===== src/shared/gpio_pkg.sv =====
// Register map, field positions, reset values and carrier types for the port block
package gpio_pkg;
    // Register offsets
    localparam logic [7:0] ADDR_PA = 8'h05;
    localparam logic [7:0] ADDR_PB = 8'h06;
    localparam logic [7:0] ADDR_PC = 8'h07;
    localparam logic [7:0] ADDR_INTC = 8'h0b;
    localparam logic [7:0] ADDR_OPT = 8'h81;
    localparam logic [7:0] ADDR_DIRA = 8'h85;
    localparam logic [7:0] ADDR_DIRB = 8'h86;
    localparam logic [7:0] ADDR_DIRC = 8'h87;
    localparam logic [7:0] ADDR_ANCFG = 8'h9f;
    // Reset values
    localparam logic [7:0] RST_OPT = 8'hff;
    localparam logic [5:0] RST_DIRA = 6'h3f;
    localparam logic [7:0] RST_DIR8 = 8'hff;
    localparam logic [5:0] RST_LATCH_A = 6'h00;
    localparam logic [7:0] RST_LATCH8 = 8'h00;
    localparam logic [2:0] RST_ANCFG = 3'h0;
    // Field positions
    localparam int OPT_PULLUP_N_BIT = 7;
    localparam int OPT_EDGE_BIT = 6;
    localparam int INTC_CHANGE_BIT = 0;
    localparam int INTC_EXT_BIT = 1;
    localparam int PA_TIMER_BIT = 4;
    localparam int PA_SELECT_BIT = 5;
    localparam int PB_EXT_BIT = 0;
    localparam int PB_PCLK_BIT = 6;
    localparam int PB_PDATA_BIT = 7;
    localparam int PC_SCLK_BIT = 3;
    localparam int PC_SDATA_BIT = 4;
    // Analogue pin masks on the first port
    localparam logic [5:0] ANA_ALL = 6'h2f;
    localparam logic [5:0] ANA_PART = 6'h0b;
    localparam logic [5:0] ANA_NONE = 6'h00;

    typedef struct packed {
        logic [7:0] addr;
        logic [7:0] wdata;
        logic wr;
        logic rd;
    } reg_req_t;

    // Peripheral claim of third-port pins, one bit per pin
    typedef struct packed {
        logic [7:0] sel;
        logic [7:0] dout;
        logic [7:0] drive;
    } periph_ctl_t;

    // Analogue pins of the first port for a configuration code
    function automatic logic [5:0] analog_mask(input logic [2:0] cfg);
        case (cfg)
            3'h4, 3'h5: analog_mask = ANA_PART;
            3'h6, 3'h7: analog_mask = ANA_NONE;
            default: analog_mask = ANA_ALL;
        endcase
    endfunction : analog_mask
endpackage : gpio_pkg


===== src/design/gpio_ports_abc.sv =====
// Three general purpose ports, pull-ups on the second port, change detect and pin sharing
//
// Function
// RULE1: Direction one tristates pin, zero drives latch
// RULE2: Second port eight bits, own direction register
// RULE3: Third port eight bits, same direction encoding
// RULE4: Option bit 7 low enables port pull-ups
// RULE5: Output pins never get a pull-up
// RULE6: Pull-ups off after reset, option all ones
// RULE7: Only upper four input pins detect change
// RULE8: Mismatch with read snapshot sets change flag
// RULE9: Mismatch keeps setting; port access ends it
// RULE10: Change flag can wake from sleep
// RULE11: Software avoids polling second port meanwhile
// RULE12: Second-port bit 0 external interrupt, edge selectable
// RULE13: Programming mode uses bits 6 and 7
// RULE14: Enabled peripheral overrides third-port direction bit
// RULE15: Software avoids bit ops on third direction
// RULE16: Select picks peripheral data and its enable
// RULE17: First-port bit 4 timer clock, open drain
// RULE18: First-port bit 5 is serial slave select
// RULE19: Software sets converter code for slave select
// RULE20: Third-port bits 3 and 4 carry serial lines
// RULE21: Unimplemented register bits read as zero
// RULE22: Port read gives pins, write sets latch
// RULE23: First port six bits, same direction encoding
// RULE24: Analogue first-port pins read zero after reset
// RULE25: Mismatch checked each clock, flag held
`timescale 1ns/1ps
module gpio_ports_abc (
    input wire logic clk,
    input wire logic rst_n,
    input wire gpio_pkg::reg_req_t reg_req,
    output logic [7:0] rdata,
    input wire logic [5:0] pa_in,
    output logic [5:0] pa_out,
    output logic [5:0] pa_oe_n,
    input wire logic [7:0] pb_in,
    output logic [7:0] pb_out,
    output logic [7:0] pb_oe_n,
    output logic [7:0] pb_pullup_en,
    input wire logic [7:0] pc_in,
    output logic [7:0] pc_out,
    output logic [7:0] pc_oe_n,
    input wire gpio_pkg::periph_ctl_t pc_periph,
    input wire logic prog_mode,
    input wire logic prog_data_drive,
    input wire logic prog_data_val,
    output logic prog_clk,
    output logic prog_data,
    output logic timer_ext_clock_in,
    output logic serial_select_n,
    output logic serial_clk_in,
    output logic serial_data_in,
    output logic port_change_flag,
    output logic ext_irq_flag,
    output logic wake_req
);
    import gpio_pkg::*;

    logic [5:0] latch_a_q, latch_a_d;
    logic [7:0] latch_b_q, latch_b_d;
    logic [7:0] latch_c_q, latch_c_d;
    logic [5:0] dir_a_q, dir_a_d;
    logic [7:0] dir_b_q, dir_b_d;
    logic [7:0] dir_c_q, dir_c_d;
    logic [7:0] option_q, option_d;
    logic [2:0] ancfg_q, ancfg_d;
    logic [3:0] snap_q, snap_d;
    logic chg_q, chg_d;
    logic ext_q, ext_d;
    logic ext_pin_q;
    logic [7:0] rdata_q, rdata_d;
    logic [5:0] taps_q, taps_d;

    // Register decode
    wire wr = reg_req.wr;
    wire rd = reg_req.rd;
    wire [7:0] wd = reg_req.wdata;
    wire hit_pa = reg_req.addr == ADDR_PA;
    wire hit_pb = reg_req.addr == ADDR_PB;
    wire hit_pc = reg_req.addr == ADDR_PC;
    wire hit_intc = reg_req.addr == ADDR_INTC;
    wire hit_opt = reg_req.addr == ADDR_OPT;
    wire hit_dira = reg_req.addr == ADDR_DIRA;
    wire hit_dirb = reg_req.addr == ADDR_DIRB;
    wire hit_dirc = reg_req.addr == ADDR_DIRC;
    wire hit_ancfg = reg_req.addr == ADDR_ANCFG;
    wire pb_access = (wr | rd) & hit_pb;

    // Next values of software registers; port writes only touch latches
    assign latch_a_d = (wr & hit_pa) ? wd[5:0] : latch_a_q; // [RULE22] [RULE23]
    assign latch_b_d = (wr & hit_pb) ? wd : latch_b_q; // [RULE22]
    assign latch_c_d = (wr & hit_pc) ? wd : latch_c_q; // [RULE22]
    assign dir_a_d = (wr & hit_dira) ? wd[5:0] : dir_a_q; // [RULE23]
    assign dir_b_d = (wr & hit_dirb) ? wd : dir_b_q; // [RULE2]
    assign dir_c_d = (wr & hit_dirc) ? wd : dir_c_q; // [RULE3]
    assign option_d = (wr & hit_opt) ? wd : option_q;
    assign ancfg_d = (wr & hit_ancfg) ? wd[2:0] : ancfg_q;

    // First port: analogue pins read zero, timer pin is open drain
    wire [5:0] ana_mask = analog_mask(ancfg_q);
    wire [5:0] pa_level = pa_in & ~ana_mask; // [RULE24]
    wire [5:0] od_mask = 6'h01 << PA_TIMER_BIT;
    assign pa_out = latch_a_q & ~od_mask; // [RULE17]
    // Open drain only pulls low, a latch one releases the pin
    assign pa_oe_n = dir_a_q | (latch_a_q & od_mask); // [RULE1] [RULE17] [RULE23]

    // Second port: programming mode owns bits 6 and 7
    wire [7:0] pclk_mask = 8'h01 << PB_PCLK_BIT;
    wire [7:0] pdat_mask = 8'h01 << PB_PDATA_BIT;
    wire [7:0] prog_in_mask = prog_mode ? (pclk_mask | pdat_mask) : 8'h00; // [RULE13]
    wire [7:0] prog_drv_mask = (prog_mode & prog_data_drive) ? pdat_mask : 8'h00; // [RULE13]
    wire [7:0] dir_b_eff = (dir_b_q | prog_in_mask) & ~prog_drv_mask;
    wire [7:0] prog_val = prog_data_val ? pdat_mask : 8'h00;
    assign pb_out = (latch_b_q & ~prog_drv_mask) | (prog_val & prog_drv_mask);
    assign pb_oe_n = dir_b_eff; // [RULE1] [RULE2]
    // Pull-ups follow the global enable but only on inputs
    wire pullup_on = ~option_q[OPT_PULLUP_N_BIT]; // [RULE4] [RULE6]
    assign pb_pullup_en = pullup_on ? dir_b_eff : 8'h00; // [RULE4] [RULE5]

    // Third port: an enabled peripheral takes the pin, data and enable
    wire [7:0] psel = pc_periph.sel;
    wire [7:0] dir_c_eff = (dir_c_q & ~psel) | (~pc_periph.drive & psel); // [RULE14]
    assign pc_out = (latch_c_q & ~psel) | (pc_periph.dout & psel); // [RULE16]
    assign pc_oe_n = dir_c_eff; // [RULE3] [RULE16]

    // Change detection on input pins of the upper nibble
    wire [3:0] chg_inputs = dir_b_q[7:4]; // [RULE7]
    wire [3:0] mism_bits = (pb_in[7:4] ^ snap_q) & chg_inputs; // [RULE7] [RULE8]
    wire mismatch = |mism_bits; // [RULE8] [RULE25]
    // Any access re-latches, so polling would hide changes
    assign snap_d = pb_access ? pb_in[7:4] : snap_q; // [RULE9]
    wire chg_wr = wr & hit_intc;
    // Mismatch sets every cycle and wins over a software clear
    assign chg_d = mismatch | (chg_wr ? wd[INTC_CHANGE_BIT] : chg_q); // [RULE9] [RULE25]

    // External interrupt edge on bit 0
    wire ext_pin = pb_in[PB_EXT_BIT];
    wire rise_sel = option_q[OPT_EDGE_BIT];
    wire ext_edge = rise_sel ? (ext_pin & ~ext_pin_q) : (~ext_pin & ext_pin_q); // [RULE12]
    assign ext_d = ext_edge | (chg_wr ? wd[INTC_EXT_BIT] : ext_q); // [RULE12]

    // Read mux, unimplemented bits and unmapped offsets read zero
    wire [7:0] intc_val = {6'h00, ext_q, chg_q};
    assign rdata_d = !rd ? 8'h00 :
        hit_pa ? {2'h0, pa_level} : // [RULE21] [RULE22]
        hit_pb ? pb_in : // [RULE22]
        hit_pc ? pc_in : // [RULE22]
        hit_intc ? intc_val :
        hit_opt ? option_q :
        hit_dira ? {2'h0, dir_a_q} : // [RULE21]
        hit_dirb ? dir_b_q :
        hit_dirc ? dir_c_q :
        hit_ancfg ? {5'h00, ancfg_q} : 8'h00; // [RULE21]

    // Pin taps for the sharing peripherals, registered as data
    assign taps_d = {pa_in[PA_TIMER_BIT], // [RULE17]
        pa_in[PA_SELECT_BIT], // [RULE18]
        prog_mode & pb_in[PB_PCLK_BIT], // [RULE13]
        prog_mode & pb_in[PB_PDATA_BIT], // [RULE13]
        pc_in[PC_SCLK_BIT], // [RULE20]
        pc_in[PC_SDATA_BIT]}; // [RULE20]

    // Software registers
    always_ff @(posedge clk) begin
        if (!rst_n) begin
            latch_a_q <= RST_LATCH_A;
            latch_b_q <= RST_LATCH8;
            latch_c_q <= RST_LATCH8;
            dir_a_q <= RST_DIRA;
            dir_b_q <= RST_DIR8;
            dir_c_q <= RST_DIR8;
            option_q <= RST_OPT; // [RULE6]
            ancfg_q <= RST_ANCFG; // [RULE24]
        end else begin
            latch_a_q <= latch_a_d;
            latch_b_q <= latch_b_d;
            latch_c_q <= latch_c_d;
            dir_a_q <= dir_a_d;
            dir_b_q <= dir_b_d;
            dir_c_q <= dir_c_d;
            option_q <= option_d;
            ancfg_q <= ancfg_d;
        end
    end

    // Event state and read data
    always_ff @(posedge clk) begin
        if (!rst_n) begin
            // Pins become the reference, so no false change or edge follows reset
            snap_q <= pb_in[7:4];
            chg_q <= 1'b0;
            ext_q <= 1'b0;
            ext_pin_q <= ext_pin;
            rdata_q <= 8'h00;
            taps_q <= 6'h00;
        end else begin
            snap_q <= snap_d;
            chg_q <= chg_d;
            ext_q <= ext_d;
            ext_pin_q <= ext_pin;
            rdata_q <= rdata_d;
            taps_q <= taps_d;
        end
    end

    // Outputs
    assign rdata = rdata_q;
    assign port_change_flag = chg_q;
    assign ext_irq_flag = ext_q;
    // Flag is level, so wake holds while the flag stays set
    assign wake_req = chg_q; // [RULE10]
    assign timer_ext_clock_in = taps_q[5];
    assign serial_select_n = taps_q[4];
    assign prog_clk = taps_q[3];
    assign prog_data = taps_q[2];
    assign serial_clk_in = taps_q[1];
    assign serial_data_in = taps_q[0];
endmodule : gpio_ports_abc


===== config.mk =====
export PLATFORM = sky130hd
export DESIGN_NAME = gpio_ports_abc
export DESIGN_NICKNAME = d
export VERILOG_FILES = /design/src/shared/gpio_pkg.sv /design/src/design/gpio_ports_abc.sv
export SDC_FILE = /design/constraint.sdc
export NUM_CORES = 1
export LEC_CHECK = 0
export BUFFER_PORTS_ARGS = -buffer_cell sky130_fd_sc_hd__buf_2
export CAP_MARGIN = 20
export CORE_MARGIN = 4
export CORE_UTILIZATION = 44
export DETAILED_ROUTE_END_ITERATION = 16
export GPL_TIMING_DRIVEN = 0
export PLACE_DENSITY_LB_ADDON = 0.3
export SYNTH_ARGS = -nofsm -noshare
export SYNTH_HDL_FRONTEND = slang
export SYNTH_SLANG_ARGS = --single-unit

===== constraint.sdc =====
create_clock -name clk -period 3.3 [get_ports clk]
set_input_delay 0.495 -clock clk [delete_from_list [all_inputs] [get_ports clk]]
set_output_delay 0.495 -clock clk [all_outputs]
set_load 0.01 [all_outputs]

==> run_results.csv <==
group,metric,value,unit
critical_path,reg2reg_to,"rdata[2]$_SDFF_PN0_",
clock_tree,root_buffer,"clkbuf_8",
drt,viasPerCell,5.47,
sta,rsz0062_at_grt,"false",
synth,syn_area,3790,µm²
floorplan,dieArea,10200,µm²
placement,finalWeightedCongestion,0.937,
finish,nets,690,
sta,timing.fmax,418,MHz
grt,grt_pass1_wl,19.9,mm
floorplan,io-pin-count,138,
critical_path,regToRegSetupSlack,1650,ps
status,status,"completed",
pwr,p_leak,2.12,nW
grt,grt_pass1_vias,3851,
critical_path,reg2reg_from,"dir_c_q[2]$_SDFFE_PN1P_",
clock_tree,cts_buffers,9,
synth,synthArstFlopShare,0,%
finish,drive_gt1_share,31.5,%
finish,antenna_cells,0,
sta,hold_viol,0,
drt,routed_wl,12.8,mm
drt,drc,0,
critical_path,cp-endpoint,"latch_c_q[2]$_SDFFE_PN0P_",
synth,synth_edf_count,4,
grt,overflow,0,
sta,relSlewSlack,46.3,%
synth,ys_seq_area_share,41.2,%
sta,min_period_over_period,72.5,%
pwr,switchingPower,504,µW
clock_tree,ctsHtreeMaxLevel,3,
critical_path,path_class,"input port to register",
drt,drt_iter0_drc,271,
pwr,comb_power_share,10.9,%
drt,vias,3999,
drt,drtPass1Iterations,4,
clock_tree,clockBufferDepth,2,
critical_path,startpoint,"reg_req[14]",
sta,drv_slew,0,
floorplan,start_util,45.7,%
placement,port_buffers,132,
sta,period_minus_slack,2390,ps
clock_tree,post_cts_buffers,0,
grt,grt_max_degree,15,
finish,syn_to_final_growth,26.2,%
pwr,seqPwrFrac,50.3,%
pwr,powerDensity,391,nW/µm²
sta,holdWs,290,ps
flow_run,maxCapViolCount,0,
critical_path,start_kind,"input port",
clock_tree,cts_tree,"done",
synth,synth.distinct_cells,52,
sta,setup_ws,906,ps
synth,ys_ff_latch,76,
synth,synth_fp_nets,546,
drt,wl_per_cell,17.5,µm
floorplan,fp.coreArea,8300,µm²
hold_path,hold_path_depth,1,
clock_tree,postCtsHoldBufs,0,
clock_tree,clock-sinks,76,
placement,placed_area,4580,µm²
critical_path,arrival,2670,ps
clock_tree,cts.repair.resized,0,
floorplan,fp.dieH,101,µm
critical_path,endpoint_kind,"register",
pwr,p_int,1.37,mW
sta,setup_tns,0,ps
pwr,ir_drop,0.222,mV
drt,drtAntennaViolNets,0,
sta,tightest_slew,798,ps
synth,synthFlopType,"dfxtp_1",
pwr,clockPowerShare,38.8,%
critical_path,rr_worst_depth,5,
synth,syn_inst,477,
clock_tree,path_clk_slew,90,ps
finish,fin_area,4790,µm²
placement,pre_cts_slack,594,ps
synth,yosys_warnings,0,
grt,antenna_found_initial,0,
synth,postSynthAreaPerCell,7.95,µm²
grt,grtUsageTotal,25.1,%
placement,hpwl,9.80,mm
hold_path,hold_path_class,"input port to register",
clock_tree,clk_latency,350,ps
floorplan,rows,33,
critical_path,path_max_fanout,10,
floorplan,die_x,101,µm
sta,setup_viol,0,
pwr,switching_share,26.9,%
critical_path,cp.required,3580,ps
sta,skew,10.5,ps
cells in the final DEF, fill, tap and decap left out, drive strengths merged, types with 4 or more instances in the layout:
cell type    n
nor2        22
buf        165
nand3       60
and3         5
edfxtp       4
nor2b       15
a22oi        4
mux2        12
clkbuf      31
inv          5
nor3         6
nand2b       7
dfxtp       72
nand2       90
a21oi       47
o21ai       14
and2         5
mux2i        8
or4          4
xor2         4
critical path: stages:
cell	delay (ps)
buf_2	140
nor4_1	710
and2_0	500
and3_1	280
buf_2	250
nand3_1	110
a21oi_1	190
sequential cells by signal, indices dropped and copies added (netlist names):
register          count
latch_c_q             8
taps_q                6
dir_c_q               8
ext_pin_q             1
dir_a_q               6
latch_a_q             6
snap_q                4
port_change_flag      1
dir_b_q               8
rdata                 8
ancfg_q               3
latch_b_q             8
option_q              8
ext_irq_flag          1
cells in the mapped netlist (4+ instances only):
| cell | count | area [µm²] |
|---|---|---|
| and2_1 | 4 | 25.0 |
| nand2_1 | 90 | 338 |
| and3_1 | 5 | 31.3 |
| buf_4 | 25 | 188 |
| mux2_2 | 12 | 135 |
| nor2b_1 | 15 | 93.8 |
| a21oi_1 | 47 | 235 |
| mux2i_1 | 8 | 80.1 |
| a22oi_1 | 4 | 30.0 |
| nor3_1 | 5 | 25.0 |
| clkbuf_1 | 22 | 82.6 |
| buf_2 | 6 | 30.0 |
| nand3_1 | 60 | 300 |
| nor2_1 | 22 | 82.6 |
| o21ai_0 | 14 | 70.1 |
| nand2b_1 | 7 | 43.8 |
| xor2_1 | 4 | 35.0 |
| or4_1 | 4 | 30.0 |
| dfxtp_1 | 72 | 1440 |
| edfxtp_1 | 4 | 120 |
power groups by stage:
| stage | combinational, mW | clock (mW) | sequential (mW) |
|---|---|---|---|
| final | 0.204 | 0.728 | 0.942 |
| after floorplan | 0.0937 | 0 | 0.965 |
| after CTS | 0.202 | 0.732 | 0.942 |
| after global placement | 0.199 | 0 | 0.963 |
| after detailed placement | 0.201 | 0 | 0.964 |
| after global routing | 0.223 | 0.774 | 0.944 |
stage by stage:
stage / util (%) / power, mW / instances
2_1_floorplan: - / 1.06 / 477
3_3_place_gp: 55.2 / 1.16 / 714
3_5_place_dp: 55.2 / 1.17 / 714
4_1_cts: 57.6 / 1.88 / 730
5_1_grt: 57.7 / 1.94 / 731
6_report: 57.7 / 1.87 / 731
cell families after synthesis:
group | after synthesis | share of synthesized area, %
buf+inv | 57 | 8.31
mux | 20 | 5.67
other cells | 1 | 0.0989
flops | 76 | 41.2
simple gates | 232 | 29.9
compound gates | 87 | 13.9
xor+xnor | 4 | 0.924
routing by layer:
| layer | wire length [µm] | share of wire, % | up-vias | global-route usage (%) |
|---|---|---|---|---|
| met5 | 0 | 0 | - | 0 |
| met4 | 155 | 1.2 | 0 | 8.19 |
| met3 | 1160 | 9.1 | 16 | 4.57 |
| met2 | 6110 | 48 | 197 | 41.7 |
| met1 | 5350 | 42 | 1851 | 33.0 |
| li1 | - | - | 1935 | - |
area by class of cell:
type / instances / area, µm²
fillers: 796 / 3510
multi-input cells: 344 / 1920
flip-flops and latches: 76 / 1560
repair buffers: 133 / 666
plain buffers: 54 / 304
well taps: 105 / 131
clock buffers: 9 / 124
clock inverters: 7 / 72.6
inverters: 3 / 11.3
worst min-delay path by stage:
stage	start	endpoint	slack, ps
finish	pb_in[0]	ext_pin_q$_DFF_P_	290
global route	pb_in[0]	ext_pin_q$_DFF_P_	280
CTS	pb_in[0]	ext_pin_q$_DFF_P_	280
detailed placement	latch_a_q[4]$_SDFFE_PN0P_	latch_a_q[4]$_SDFFE_PN0P_	440
global placement	latch_a_q[4]$_SDFFE_PN0P_	latch_a_q[4]$_SDFFE_PN0P_	440
floorplan	latch_c_q[3]$_SDFFE_PN0P_	latch_c_q[3]$_SDFFE_PN0P_	430
(Power assumes the default switching activity.)
